## config.mk

```make
export PLATFORM = sky130hd
export DESIGN_NAME = aof_regs
export DESIGN_NICKNAME = d
export VERILOG_FILES = /design/src/verilog/aof_pkg.sv /design/src/verilog/aof_sample_mem.sv /design/src/verilog/aof_regs.sv
export SDC_FILE = /design/constraint.sdc
export NUM_CORES = 1
export LEC_CHECK = 0
export BUFFER_PORTS_ARGS = -buffer_cell sky130_fd_sc_hd__buf_2
export CORE_UTILIZATION = 40
export DETAILED_ROUTE_END_ITERATION = 16
export PLACE_DENSITY = 0.55
export SLEW_MARGIN = 20
export SYNTH_ARGS = -nofsm -noshare
export SYNTH_HDL_FRONTEND = slang
export SYNTH_SLANG_ARGS = --single-unit
```

## constraint.sdc

```tcl
create_clock -name clk_sys -period 3.5 [get_ports clk_sys]
set_input_delay 0.175 -clock clk_sys [delete_from_list [all_inputs] [get_ports clk_sys]]
set_output_delay 0.175 -clock clk_sys [all_outputs]
set_load 0.1 [all_outputs]
```

## src/verilog/aof_pkg.sv

```systemverilog
// Function
// - Each host write to the sample port pushes its data into the FIFO; a write while full is dropped.
// - The FIFO shows empty, half-full and full in a separate status word.
// - Each pushed sample is kept as an unsigned straight-binary code.
// - In two-sample mode a write queues the upper half, then the lower.
// - In one-sample mode the port is 16 bits and a write queues one sample.
// - The 4-bit select field names, by binary index, the channel written.
// - A 1 in the ground-all bit grounds every reference, whatever the select.
// - The reference bit picks the internal reference at 0, connector at 1.
// - The deglitch bit turns the chosen channel's deglitch circuit on or off.
// - The polarity bit makes the chosen channel bipolar at 1, unipolar at 0.
package aof_pkg;

    ////////////////////////////////////////////////////////////////////////
    // register indices, byte address is four times the index
    localparam logic [7:0] IDX_SAMPLE_PORT = 8'h14;
    localparam logic [7:0] IDX_CHAN_CFG    = 8'h16;
    localparam logic [7:0] IDX_FIFO_STAT   = 8'h20;
    localparam logic [7:0] IDX_IRQ_STAT    = 8'h21;
    localparam logic [7:0] IDX_IRQ_MASK    = 8'h22;
    localparam logic [7:0] IDX_CHAN_READ   = 8'h23;
    localparam int         ADDR_W          = 8;
    localparam int         DATA_W          = 32;
    localparam int         SAMPLE_W        = 16;

    ////////////////////////////////////////////////////////////////////////
    // configuration word fields
    localparam int CFG_SEL_LSB = 8;
    localparam int CFG_SEL_W   = 4;
    localparam int CFG_GND_BIT = 3;
    localparam int CFG_REF_BIT = 2;
    localparam int CFG_DEG_BIT = 1;
    localparam int CFG_POL_BIT = 0;

    ////////////////////////////////////////////////////////////////////////
    // status and interrupt fields
    localparam int IRQ_W          = 3;
    localparam int IRQ_OVERFLOW   = 0;
    localparam int IRQ_EMPTY      = 1;
    localparam int IRQ_BELOW_HALF = 2;

    ////////////////////////////////////////////////////////////////////////
    // reset values
    localparam logic [IRQ_W-1:0]     IRQ_MASK_RST = 3'h0;
    localparam logic [IRQ_W-1:0]     IRQ_STAT_RST = 3'h0;
    localparam logic [CFG_SEL_W-1:0] SEL_RST      = 4'h0;
    localparam logic                 GND_RST      = 1'b0;
    localparam logic [DATA_W-1:0]    RDATA_RST    = 32'h0000_0000;

    typedef struct packed {
        logic refExternal;
        logic deglitchEn;
        logic bipolar;
    } aof_chan_cfg_t;

    localparam aof_chan_cfg_t CHAN_CFG_RST = 3'h0;

    typedef struct packed {
        logic full;
        logic halfFull;
        logic empty;
    } aof_fifo_flags_t;

    typedef struct packed {
        logic [ADDR_W-1:0] addr;
        logic [DATA_W-1:0] wdata;
        logic              wr;
        logic              rd;
    } aof_bus_req_t;

    function automatic logic [ADDR_W-1:0] idx2addr(input logic [7:0] idx);
        return {idx[5:0], 2'b00};
    endfunction

endpackage

```

## src/verilog/aof_sample_mem.sv

```systemverilog
`timescale 1ns/1ps
module aof_sample_mem #(
    parameter int WIDTH = 16,
    parameter int DEPTH = 64,
    parameter int AW    = 6
) (
    input  wire logic             clk_sys,
    input  wire logic             rst,
    input  wire logic             wrEn,
    input  wire logic             wrPair,
    input  wire logic [AW-1:0]    wrAddr,
    input  wire logic [WIDTH-1:0] wrDataA,
    input  wire logic [WIDTH-1:0] wrDataB,
    input  wire logic             rdEn,
    input  wire logic [AW-1:0]    rdAddr,
    output logic      [WIDTH-1:0] rdData
);
    logic [WIDTH-1:0] mem [DEPTH];
    logic [AW-1:0]    pairAddr;
    logic [WIDTH-1:0] peek;

    assign pairAddr = wrAddr + AW'(1);
    assign peek     = mem[rdAddr];

    ////////////////////////////////////////////////////////////////////////
    // second sample follows
    always_ff @(posedge clk_sys) begin
        if (wrEn) begin
            mem[wrAddr] <= wrDataA;
            if (wrPair) begin
                mem[pairAddr] <= wrDataB;
            end
        end
    end

    always_ff @(posedge clk_sys or posedge rst) begin
        if (rst) begin
            rdData <= '0;
        end else if (rdEn) begin
            rdData <= peek;
        end
    end
endmodule

```

## src/verilog/aof_regs.sv

```systemverilog
`timescale 1ns/1ps
module aof_regs #(
    parameter int   NUM_CH      = 8,
    parameter int   DEPTH       = 64,
    parameter logic TWO_SAMPLES = 1'b1
) (
    input  wire logic                                  clk_sys,
    input  wire logic                                  rst,
    input  wire aof_pkg::aof_bus_req_t                 busReq,
    output logic            [aof_pkg::DATA_W-1:0]      busRdData,
    input  wire logic                                  popReq,
    output logic            [aof_pkg::SAMPLE_W-1:0]    sampleData,
    output logic                                       sampleValid,
    output aof_pkg::aof_fifo_flags_t                   fifoFlags,
    output aof_pkg::aof_chan_cfg_t [NUM_CH-1:0]        chanCfg,
    output logic                                       referenceGroundAll,
    output logic                                       irq
);
    import aof_pkg::*;

    localparam int          AW     = $clog2(DEPTH);
    localparam int          CW     = AW + 1;
    localparam logic [CW-1:0] PUSH_N = TWO_SAMPLES ? CW'(2) : CW'(1);
    localparam logic [CW-1:0] FULL_AT = CW'(DEPTH) - PUSH_N;
    localparam logic [CW-1:0] HALF_AT = CW'(DEPTH / 2);

    localparam logic [ADDR_W-1:0] A_SAMPLE = idx2addr(IDX_SAMPLE_PORT);
    localparam logic [ADDR_W-1:0] A_CFG    = idx2addr(IDX_CHAN_CFG);
    localparam logic [ADDR_W-1:0] A_FSTAT  = idx2addr(IDX_FIFO_STAT);
    localparam logic [ADDR_W-1:0] A_ISTAT  = idx2addr(IDX_IRQ_STAT);
    localparam logic [ADDR_W-1:0] A_IMASK  = idx2addr(IDX_IRQ_MASK);
    localparam logic [ADDR_W-1:0] A_CREAD  = idx2addr(IDX_CHAN_READ);

    ////////////////////////////////////////////////////////////////////////
    // decode
    logic                  wrSample;
    logic                  wrCfg;
    logic                  accept;
    logic                  overflow;
    logic                  pop;
    logic [CFG_SEL_W-1:0]  cfgSel;
    logic                  gndBit;
    logic                  refBit;
    logic                  degBit;
    logic                  polBit;
    logic                  selValid;
    logic [SAMPLE_W-1:0]   firstSample;
    logic [SAMPLE_W-1:0]   secondSample;

    assign wrSample = busReq.wr && (busReq.addr == A_SAMPLE);
    assign wrCfg    = busReq.wr && (busReq.addr == A_CFG);
    assign cfgSel   = busReq.wdata[CFG_SEL_LSB +: CFG_SEL_W];
    assign gndBit   = busReq.wdata[CFG_GND_BIT];
    assign refBit   = busReq.wdata[CFG_REF_BIT];
    assign degBit   = busReq.wdata[CFG_DEG_BIT];
    assign polBit   = busReq.wdata[CFG_POL_BIT];
    assign selValid = 32'(cfgSel) < NUM_CH;

    assign firstSample  = TWO_SAMPLES ? busReq.wdata[31:16]
                                      : busReq.wdata[15:0];
    assign secondSample = busReq.wdata[15:0];

    ////////////////////////////////////////////////////////////////////////
    // fifo pointers and level
    logic [AW-1:0] wrPtr;
    logic [AW-1:0] rdPtr;
    logic [CW-1:0] count;
    logic [AW-1:0] next_wrPtr;
    logic [AW-1:0] next_rdPtr;
    logic [CW-1:0] next_count;
    logic          next_sampleValid;

    // full means no room for a whole write, so a pair never splits
    // fifo flags
    always_comb begin
        fifoFlags.empty    = (count == '0);
        fifoFlags.halfFull = (count >= HALF_AT);
        fifoFlags.full     = (count > FULL_AT);
    end

    assign accept   = wrSample && !fifoFlags.full;
    assign overflow = wrSample && fifoFlags.full;
    assign pop      = popReq && !fifoFlags.empty;

    always_comb begin
        next_wrPtr       = accept ? wrPtr + AW'(PUSH_N) : wrPtr;
        next_rdPtr       = pop ? rdPtr + AW'(1) : rdPtr;
        next_count       = count;
        if (accept) begin
            next_count = next_count + PUSH_N;
        end
        if (pop) begin
            next_count = next_count - CW'(1);
        end
        next_sampleValid = pop;
    end

    always_ff @(posedge clk_sys or posedge rst) begin
        if (rst) begin
            wrPtr       <= '0;
            rdPtr       <= '0;
            count       <= '0;
            sampleValid <= 1'b0;
        end else begin
            wrPtr       <= next_wrPtr;
            rdPtr       <= next_rdPtr;
            count       <= next_count;
            sampleValid <= next_sampleValid;
        end
    end

    aof_sample_mem #(
        .WIDTH (SAMPLE_W),
        .DEPTH (DEPTH),
        .AW    (AW)
    ) u_mem (
        .clk_sys (clk_sys),
        .rst     (rst),
        .wrEn    (accept),
        .wrPair  (TWO_SAMPLES),
        .wrAddr  (wrPtr),
        .wrDataA (firstSample),
        .wrDataB (secondSample),
        .rdEn    (pop),
        .rdAddr  (rdPtr),
        .rdData  (sampleData)
    );

    ////////////////////////////////////////////////////////////////////////
    // channel settings, one stored set per channel
    aof_chan_cfg_t [NUM_CH-1:0] next_chanCfg;

    for (genvar i = 0; i < NUM_CH; i++) begin : g_chan
        always_comb begin
            next_chanCfg[i] = chanCfg[i];
            if (wrCfg && (32'(cfgSel) == i)) begin
                next_chanCfg[i].refExternal = refBit;
                next_chanCfg[i].deglitchEn  = degBit;
                next_chanCfg[i].bipolar     = polBit;
            end
        end

        always_ff @(posedge clk_sys or posedge rst) begin
            if (rst) begin
                chanCfg[i] <= CHAN_CFG_RST;
            end else begin
                chanCfg[i] <= next_chanCfg[i];
            end
        end

    end

    // ground-all holds until a later write clears it
    logic                 next_ground;
    logic [CFG_SEL_W-1:0] lastSel;
    logic [CFG_SEL_W-1:0] next_lastSel;

    always_comb begin
        next_ground  = wrCfg ? gndBit : referenceGroundAll;
        next_lastSel = wrCfg ? cfgSel : lastSel;
    end

    always_ff @(posedge clk_sys or posedge rst) begin
        if (rst) begin
            referenceGroundAll <= GND_RST;
            lastSel            <= SEL_RST;
        end else begin
            referenceGroundAll <= next_ground;
            lastSel            <= next_lastSel;
        end
    end

    ////////////////////////////////////////////////////////////////////////
    // interrupts: set wins over a write-one clear in the same cycle
    logic [IRQ_W-1:0] irqStat;
    logic [IRQ_W-1:0] irqMask;
    logic [IRQ_W-1:0] next_irqStat;
    logic [IRQ_W-1:0] next_irqMask;
    logic [IRQ_W-1:0] irqEvent;
    logic [IRQ_W-1:0] irqClear;

    always_comb begin
        irqEvent                 = '0;
        irqEvent[IRQ_OVERFLOW]   = overflow;
        irqEvent[IRQ_EMPTY]      = !fifoFlags.empty && (next_count == '0);
        irqEvent[IRQ_BELOW_HALF] = fifoFlags.halfFull
                                   && (next_count < HALF_AT);
        irqClear = '0;
        if (busReq.wr && (busReq.addr == A_ISTAT)) begin
            irqClear = busReq.wdata[IRQ_W-1:0];
        end
        next_irqStat = (irqStat & ~irqClear) | irqEvent;
        next_irqMask = irqMask;
        if (busReq.wr && (busReq.addr == A_IMASK)) begin
            next_irqMask = busReq.wdata[IRQ_W-1:0];
        end
    end

    always_ff @(posedge clk_sys or posedge rst) begin
        if (rst) begin
            irqStat <= IRQ_STAT_RST;
            irqMask <= IRQ_MASK_RST;
        end else begin
            irqStat <= next_irqStat;
            irqMask <= next_irqMask;
        end
    end

    assign irq = |(irqStat & irqMask);

    ////////////////////////////////////////////////////////////////////////
    // read path: data stand only in the cycle after the strobe
    logic [DATA_W-1:0] next_busRdData;
    aof_chan_cfg_t     shownCfg;

    assign shownCfg = (32'(lastSel) < NUM_CH) ? chanCfg[lastSel]
                                              : CHAN_CFG_RST;

    always_comb begin
        next_busRdData = RDATA_RST;
        if (busReq.rd) begin
            unique case (busReq.addr)
                A_FSTAT: begin
                    next_busRdData[2:0] = fifoFlags;
                end
                A_ISTAT: begin
                    next_busRdData[IRQ_W-1:0] = irqStat;
                end
                A_IMASK: begin
                    next_busRdData[IRQ_W-1:0] = irqMask;
                end
                A_CREAD: begin
                    next_busRdData[CFG_SEL_LSB +: CFG_SEL_W] = lastSel;
                    next_busRdData[CFG_GND_BIT] = referenceGroundAll;
                    next_busRdData[CFG_REF_BIT] = shownCfg.refExternal;
                    next_busRdData[CFG_DEG_BIT] = shownCfg.deglitchEn;
                    next_busRdData[CFG_POL_BIT] = shownCfg.bipolar;
                end
                default: begin
                    next_busRdData = RDATA_RST;
                end
            endcase
        end
    end

    always_ff @(posedge clk_sys or posedge rst) begin
        if (rst) begin
            busRdData <= RDATA_RST;
        end else begin
            busRdData <= next_busRdData;
        end
    end
endmodule

```

==> results of run 1 <==
-- final timing paths --
kind                               endpoint  cells after the start       startpoint  slack, ns
setup / recovery                 irqStat[1]                     13         count[1]       0.47
hold / removal             u_mem.mem[43][5]                      1        busReq[7]       0.03
setup reg to reg                 irqStat[1]                     13         count[1]       0.47
hold reg to reg             u_mem.rdData[4]                      2  u_mem.rdData[4]       0.47
max in group asynchronous        chanCfg[6]                      4              rst       2.46
min in group asynchronous      busRdData[1]                      3              rst       0.25
-- worst reg2reg max path, stage by stage (launching register included) --
cell and delay [ns]:
sky130_fd_sc_hd__dfrtp_1 0.49, sky130_fd_sc_hd__ha_1 0.34, sky130_fd_sc_hd__a41oi_1 0.25, sky130_fd_sc_hd__and2_1 0.25, sky130_fd_sc_hd__xnor2_1 0.13, sky130_fd_sc_hd__ha_1 0.23, sky130_fd_sc_hd__nand2_1 0.08, sky130_fd_sc_hd__a21oi_1 0.06
sky130_fd_sc_hd__o2111ai_1 0.14, sky130_fd_sc_hd__o31ai_1 0.10, sky130_fd_sc_hd__buf_4 0.17, sky130_fd_sc_hd__or4b_1 0.47, sky130_fd_sc_hd__o311ai_1 0.09, sky130_fd_sc_hd__a32o_1 0.20
-- power groups by stage --
stage                     clock network, W  logic, W  registers, W
after floorplan                          0   0.00676        0.0156
after global placement                   0    0.0101        0.0154
after CTS                           0.0124    0.0102        0.0151
after global routing                0.0129    0.0106        0.0151
after detailed placement                 0    0.0101        0.0154
final                               0.0122   0.00995        0.0151
-- cells by family (layout without fill, tap and decap cells) --
| kind of cell | after synthesis | in the layout | synth area share |
|---|---|---|---|
| DFF | 1102 | 1102 | 0.764 |
| buffers and inverters | 130 | 471 | 0.0155 |
| AOI/OAI and AO/OA | 40 | 40 | 0.00640 |
| adders and majority gates | 7 | 7 | 0.00205 |
| xor gates and xnor gates | 17 | 17 | 0.00348 |
| other | 1 | 25 | 0.0000876 |
| and+or+nand+nor | 206 | 206 | 0.0216 |
| muxes | 370 | 370 | 0.187 |
-- flip-flops by register name, indices dropped and copies added, names as in the netlist --
signal	cells
u_mem.mem	1024
chanCfg	24
u_mem.rdData	16
busRdData	8
count	7
rdPtr	6
wrPtr	5
lastSel	4
irqMask	3
irqStat	3
referenceGroundAll	1
sampleValid	1
-- timing repair --
action	CTS	global route
hold buffers	28	0
endpoints found under the hold margin	233	0
buffers inserted	0	0
-- layout by cell type, fill, tap and decap left out, types with 10 or more instances in the layout --
cell	instances
sky130_fd_sc_hd__edfxtp_1	1024
sky130_fd_sc_hd__clkbuf_1	18
sky130_fd_sc_hd__mux2_2	22
sky130_fd_sc_hd__bufinv_16	12
sky130_fd_sc_hd__buf_2	98
sky130_fd_sc_hd__buf_4	76
sky130_fd_sc_hd__nor2_1	17
sky130_fd_sc_hd__xnor2_1	13
sky130_fd_sc_hd__inv_1	10
sky130_fd_sc_hd__clkinv_1	15
sky130_fd_sc_hd__clkinv_2	33
sky130_fd_sc_hd__conb_1	24
sky130_fd_sc_hd__nand2_1	102
sky130_fd_sc_hd__mux4_2	342
sky130_fd_sc_hd__dfrtp_1	73
sky130_fd_sc_hd__o21ai_0	17
sky130_fd_sc_hd__nor2_4	32
sky130_fd_sc_hd__dlygate4sd3_1	28
sky130_fd_sc_hd__buf_12	40
sky130_fd_sc_hd__nand3_1	11
sky130_fd_sc_hd__clkbuf_16	117
-- cell usage after synthesis, drive strengths merged (2+ instances only) --
master / n / area [um2]
o31ai: 2 / 15.0
nor4: 2 / 12.5
or4: 3 / 26.3
buf: 71 / 443
edfxtp: 1024 / 30700
nand2: 102 / 383
mux2: 22 / 248
ha: 7 / 87.6
or2: 2 / 12.5
xnor2: 13 / 114
nor3: 8 / 45.0
nand3: 11 / 55.1
dfrtp: 78 / 1950
or4b: 2 / 20.0
nand3b: 4 / 30.0
clkbuf: 47 / 176
a41oi: 2 / 17.5
a22oi: 3 / 22.5
and2: 7 / 43.8
and3: 2 / 12.5
nor2: 49 / 184
xor2: 4 / 35.0
mux4: 342 / 7700
o21ai: 18 / 90.1
nand4: 4 / 25.0
inv: 12 / 45.0
a21oi: 3 / 15.0
or3: 2 / 12.5
nand4b: 3 / 26.3
a32oi: 2 / 17.5
mux2i: 6 / 60.1
nor2b: 2 / 12.5
-- area by class of cell --
type / count / area, um2
Antenna cell: 1 / 2.50
Clock buffer: 142 / 3090
Sequential cell: 1102 / 32700
Timing Repair Buffer: 242 / 2140
Inverter: 12 / 47.5
Multi-Input combinational cell: 664 / 9790
Clock inverter: 75 / 722
Fill cell: 8603 / 55500
Tap cell: 1391 / 1740
-- metrics by stage --
stage | TNS, ns | total power [W] | utilization | setup WS, ns
floorplan | -143.26 | 0.0224 | - | -0.269
global placement | 0 | 0.0255 | 0.437 | 0.479
detailed placement | 0 | 0.0255 | 0.437 | 0.463
CTS | 0 | 0.0377 | 0.475 | 0.442
global route | 0 | 0.0387 | 0.475 | 0.213
finish | 0 | 0.0372 | 0.475 | 0.469
-- layer usage --
metal,part of all wire,up-vias
li1,-,8390
met1,0.44,11100
met2,0.49,641
met3,0.055,152
met4,0.022,6
met5,0.00040,-
==> flow_results.org, run 1 <==
** Placed design
- PortBufs :: 98
- Routability-driven placement finished with a final weighted congestion of 0.801.
- Post-place instance area :: 46200 um2
- In this run, placement finished with an instance count of 3383.
- Detail Placement HPWL :: 60100 um

** Worst setup path
- Largest stage delay, worst path :: 0.49 ns
- Data arrives at the worst endpoint at 3.66 ns.
- Required time worst endpoint :: 4.13 ns
- The signal on the critical path passes through ha_1 -> a41oi_1 -> and2_1 -> xnor2_1 -> ha_1 -> nand2_1 -> a21oi_1 -> o2111ai_1 -> o31ai_1 -> buf_4 -> or4b_1 -> o311ai_1 -> a32o_1.
- The worst setup path is launched from a flip-flop.
- Crit end category :: flip-flop
- Category of the critical setup timing path :: reg -> reg
- Slowest cell on crit path :: sky130_fd_sc_hd__dfrtp_1
- Largest fanout of any net on the critical path :: 10
- CP top delay family :: compound AO/OA/AOI/OAI gates
- Dominant cell type by count on the critical path :: sky130_fd_sc_hd__ha_1
- Buffers plus inverters on the worst setup path :: 1

** CTS
- H-tree depth reported by CTS :: 3
- CTS Root Buffer Type :: sky130_fd_sc_hd__clkbuf_16
- TritonCTS clock tree :: built
- PostCTS Resize Cnt :: 0
- Clock latency at the later pin of the worst-skew pair :: 0.69 ns
- TritonCTS Buffers :: 115
- Clock-pin slew was measured on the worst setup and hold paths at 0.07 ns.
- The clock net in this run drives a total of 1102 sinks.
- Bufs on Longest Clock Path :: 3

** Routing
- Post-detailed-route via-to-cell ratio :: 5.59
- After detailed routing, the number of remaining DRC violations is 10.
- Final antenna-violating net count :: 0
- The first TritonRoute pass finished after 11 iterations.
- The routed layout has 20300 vias.
- The detailed router finished its first iteration with 2050 violations.
- Overall routed net length :: 104000 um
- Routed WL per cell :: 28.6 um

** Power and ir drop
- Dividing total power by cell area gives a power density of 741 nW/um2.
- Portion of total power attributed to sequential cells :: 0.405
- Worst IR drop on VDD :: 0.000693 V
- Net switching share of the total power :: 0.283
- Part of the power in combinational logic :: 0.267
- Psw :: 0.0105 W
- The share of total power dissipated in the clock network is 0.327.
- The internal portion of the total power is 0.0267 W.
- Leakage power of the design :: 16.4 nW

** Global routing
- Layer with the highest usage :: met2
- First-pass GRT wire length :: 151000 um
- Met2 Track Usage GR :: 0.311
- Number of antenna violations at the first check in global routing :: 5
- Number of global-route vias before repair :: 21300
- Pin count of the biggest net entering global routing :: 65
- In the global route stage, met3 resource usage came out at 0.0325.
- Total global routing overflow :: 0
- Overall fraction of global-route tracks in use :: 0.196
- Met1 track utilization from global routing :: 0.283

** Finish
- For this run, the number of standard cells in the final layout without fillers is 3629.
- Count of nets after finishing :: 2189
- Share of final-layout standard cells stronger than drive strength 1 :: 0.362
- The finished cells cover 50200 um2.
- Area added between synthesis and finish :: 17.4%

** Synthesis
- Synthesis produced 1873 cells.
- Total standard cell area after synthesis :: 42800 um2
- Synth Register Bits :: 1102
- In the synthesized netlist the dominant register cell turns out to be sky130_fd_sc_hd__edfxtp_1.
- Yosys mapped a number of flops with a built-in enable equal to 1024.
- Counting distinct cell types in the post-synthesis netlist gives 54.
- The average instance in the mapped netlist occupies 22.9 um2.
- Yosys Warn Count :: 0
- Post-synthesis sequential area ratio :: 0.764
- Async S/R FF share, synth :: 0.0708

** Timing
- Based on the critical path, the design can be clocked at up to 0.330 GHz.
- Setup clock skew after layout :: 0.0227 ns
- In this run the tightest slew margin relative to its limit is 0.377.
- Setup repair after global routing left no endpoint under its margin.
- The number of hold-slack violations in the final timing report was 0.
- Tightest hold margin :: 0.0261 ns
- Worst slew pin tran :: 0.935 ns
- Setup violations remaining at the end of the flow were counted as 0.
- Shortest clock period the worst path allows after layout :: 3.03 ns
- Share of the cycle needed by the critical path after routing :: 0.866
- Number of slew-limit violations in the final report :: 0

** Status
- The final reports fail on DRC.
- Outcome :: finished, violations left

** Floorplanning
- I/O pin total :: 123
- Die Span X :: 329 um
- Vertical die dimension :: 329 um
- DIE AREA :: 108000 um2
- Site row count :: 119
- Area of the core :: 106000 um2
- For this configuration, the core starts out at a cell density of 0.405.

** Worst hold path
- The path class of the tightest hold or removal check is in -> reg.

** Job
- Max-cap violations :: 0
No activity file was read; power rests on OpenSTA's default activity.
==> run 2: changes to the inputs <==
CORE_MARGIN = 2   (was default)
==> flow_results.org, run 2 (synthesis gave the netlist of run 1 again) <==
** Worst setup path
- Required time worst endpoint :: 4.10 ns
- Largest stage delay, worst path :: 0.49 ns
- The worst setup path is captured at a flip-flop.
- The worst setup path is launched from a flip-flop.
- Cell breakdown of the critical path :: ha_1 -> a41oi_1 -> and2_1 -> xnor2_1 -> ha_1 -> nand2_1 -> a21oi_1 -> buf_4 -> o2111ai_1 -> o31ai_1 -> buf_4 -> or4b_1 -> o311ai_1 -> a32o_1
- Category of the critical setup timing path :: reg -> reg
- Counting both buffers and inverters, the worst setup path holds a total of 2.
- On the critical path, the stage with the largest delay is an instance of sky130_fd_sc_hd__dfrtp_1.
- Grouping stages by cell kind, the critical path spends the most delay in compound AO/OA/AOI/OAI gates.
- Largest fanout of any net on the critical path :: 10
- Arr. time, crit path :: 3.73 ns

** Routing
- Detailed Route Iter0 Violations :: 1838
- Final antenna-violating net count :: 0
- After detailed routing, the average wire length per cell comes to 28.3 um.
- The first detailed-routing pass ran for 5 iterations.
- Overall routed net length :: 102000 um
- Post-detailed-route via-to-cell ratio :: 5.57
- In the routed design, unresolved DRC markers number 0.
- Detailed routing inserted a total of 20100 vias.

** Timing
- Setup violators final :: 0
- Slew headroom :: 0.209
- After layout, the minimum clock period comes to 3.13 ns.
- For the pin with the worst max-slew slack, the measured transition is 1.19 ns.
- The clock arrives with 0.0223 ns of skew.
- Final Hold Fails :: 0
- Maximum frequency from static timing analysis :: 0.319 GHz
- RSZ-0062 raised after global routing :: false
- In the finished design, the share of the clock period the worst path needs comes to 0.894.
- The number of max-slew violations in the final report was 0.

** Finish
- Largest registers ranked by flip-flop count :: u_mem.mem: 1024 flops, chanCfg: 24 flops, u_mem.rdData: 16 flops
- Counting the fill cells in the layout gives 8822.
- Largest register by flop count :: u_mem.mem
- Number of cells in the finished layout apart from fillers :: 3607
- The multi-input combinational cells in the finished layout cover a total of 9780 um2.
- Share of final-layout standard cells stronger than drive strength 1 :: 0.351
- The top cell types in the final layout, fill and taps aside, are sky130_fd_sc_hd__edfxtp_1, sky130_fd_sc_hd__mux4_2, sky130_fd_sc_hd__clkbuf_16.
- Registers take 32700 um2.
- Most common library cell in the layout ignoring fill and taps :: sky130_fd_sc_hd__edfxtp_1
- The register with the most flip-flops in the layout has 1024 of them.
- After the last flow step, the layout net total stands at 2162.
- Compared with the post-synthesis result, the final layout area differs by 16.1%.

** CTS
- CTS Root Buffer Type :: sky130_fd_sc_hd__clkbuf_16
- Clock-pin slew reported for the worst setup and hold paths after clock tree synthesis :: 0.06 ns
- Clock latency at the later pin of the worst-skew pair :: 0.68 ns
- Once the clock tree was built, the setup fixing pass inserted 0 buffers.
- Bufs on Longest Clock Path :: 3
- The clock tree synthesis step divided the H-tree into 3 levels.
- In this run, CTS created clock tree buffers numbering 110.
- TritonCTS built the clock tree.
- For this design, the sink count on the clock tree is 1102.

** Global routing
- The number of antenna violations at the first check in global routing is 5.
- The number of global-route vias before repair is 21000.
- Overall fraction of global-route tracks in use :: 0.189
- First-pass GRT wire length :: 148000 um
- Pin count of the biggest net entering global routing :: 63
- For this run the aggregate overflow at the end of global routing stands at 0.

** Status
- Outcome :: complete, no violations

** Floorplanning
- Initial core utilization :: 0.402
- I/O pin total :: 123
- Vertical die dimension :: 331 um
- In this run the standard cell core region covers 107000 um2.
- The initialized floorplan defines 120 standard-cell rows.
- Die Span X :: 331 um
- The die covers 110000 um2.

** Power and ir drop
- PwrDens :: 735 nW/um2
- The analysis attributes to cell leakage a power of 16.1 nW.
- VDD sags by at most 0.000593 V.
- Total power of the final layout :: 0.0365 W

** Placed design
- Detail Placement HPWL :: 59300 um
- At the end of routability-driven placement, the weighted congestion stood at 0.820.
- Counting tap cells, the placed design contains a total of 3391 instances.
- PortBufs :: 98

** Worst hold path
- The tightest min-delay check is of the in -> reg type.

** Job
- Max-cap violations in this run came to 0.
run 2: area by class of cell:
class / instances / share of cell area
Tap cell: 1403 / 0.0353
Sequential cell: 1102 / 0.658
Clock buffer: 145 / 0.0601
Multi-Input combinational cell: 664 / 0.197
Antenna cell: 2 / 0.000101
Timing Repair Buffer: 220 / 0.0384
Inverter: 12 / 0.000931
Clock inverter: 59 / 0.0104
run 2: routing by layer:
metal	up-vias	share of wire	global-route usage
li1	8317	-	-
met1	11000	0.42	0.262
met2	598	0.50	0.308
met3	141	0.059	0.0357
met4	2	0.026	0.0573
met5	-	0.00013	0
run 2: report_power, final:
group          switching [W]  internal (W)  total [W]
registers           0.000519        0.0146     0.0151
clock network        0.00488       0.00658     0.0115
logic                0.00506       0.00493    0.00998
total                 0.0105        0.0261     0.0365
run 2: final timing paths:
path                                  from               to  slack, ns  cells past startpoint
max                               count[1]       irqStat[1]       0.37                     14
min reg2reg                u_mem.rdData[4]  u_mem.rdData[4]       0.47                      2
min in group asynchronous              rst      sampleValid       0.22                      3
max in group asynchronous              rst       lastSel[2]       2.54                      4
max reg2reg                       count[1]       irqStat[1]       0.37                     14
min                             busReq[13]       lastSel[3]       0.03                      3
run 2: worst reg2reg max path: stages (launching register included):
cell	delay, ns
sky130_fd_sc_hd__dfrtp_1	0.49
sky130_fd_sc_hd__ha_1	0.33
sky130_fd_sc_hd__a41oi_1	0.24
sky130_fd_sc_hd__and2_1	0.23
sky130_fd_sc_hd__xnor2_1	0.13
sky130_fd_sc_hd__ha_1	0.23
sky130_fd_sc_hd__nand2_1	0.07
sky130_fd_sc_hd__a21oi_1	0.04
sky130_fd_sc_hd__buf_4	0.18
sky130_fd_sc_hd__o2111ai_1	0.10
sky130_fd_sc_hd__o31ai_1	0.10
sky130_fd_sc_hd__buf_4	0.17
sky130_fd_sc_hd__or4b_1	0.46
sky130_fd_sc_hd__o311ai_1	0.09
sky130_fd_sc_hd__a32o_1	0.21
run 2: repair_timing:
| action | CTS | global route |
|---|---|---|
| gates resized for setup | 0 | 0 |
| hold endpoints to repair | 50 | 0 |
| hold buffers | 10 | 0 |
run 2: per-stage QoR:
step                area (um2)  hold WS, ns   util  TNS, ns  setup WS (ns)
floorplan                42900        0.271      -  -143.26         -0.269
global placement         46100        0.371  0.432        0          0.456
detailed placement       46100        0.377  0.432        0          0.439
CTS                      49700     0.000412  0.466        0          0.399
global route             49700       0.0166  0.466        0          0.180
finish                   49700       0.0283  0.466        0          0.370
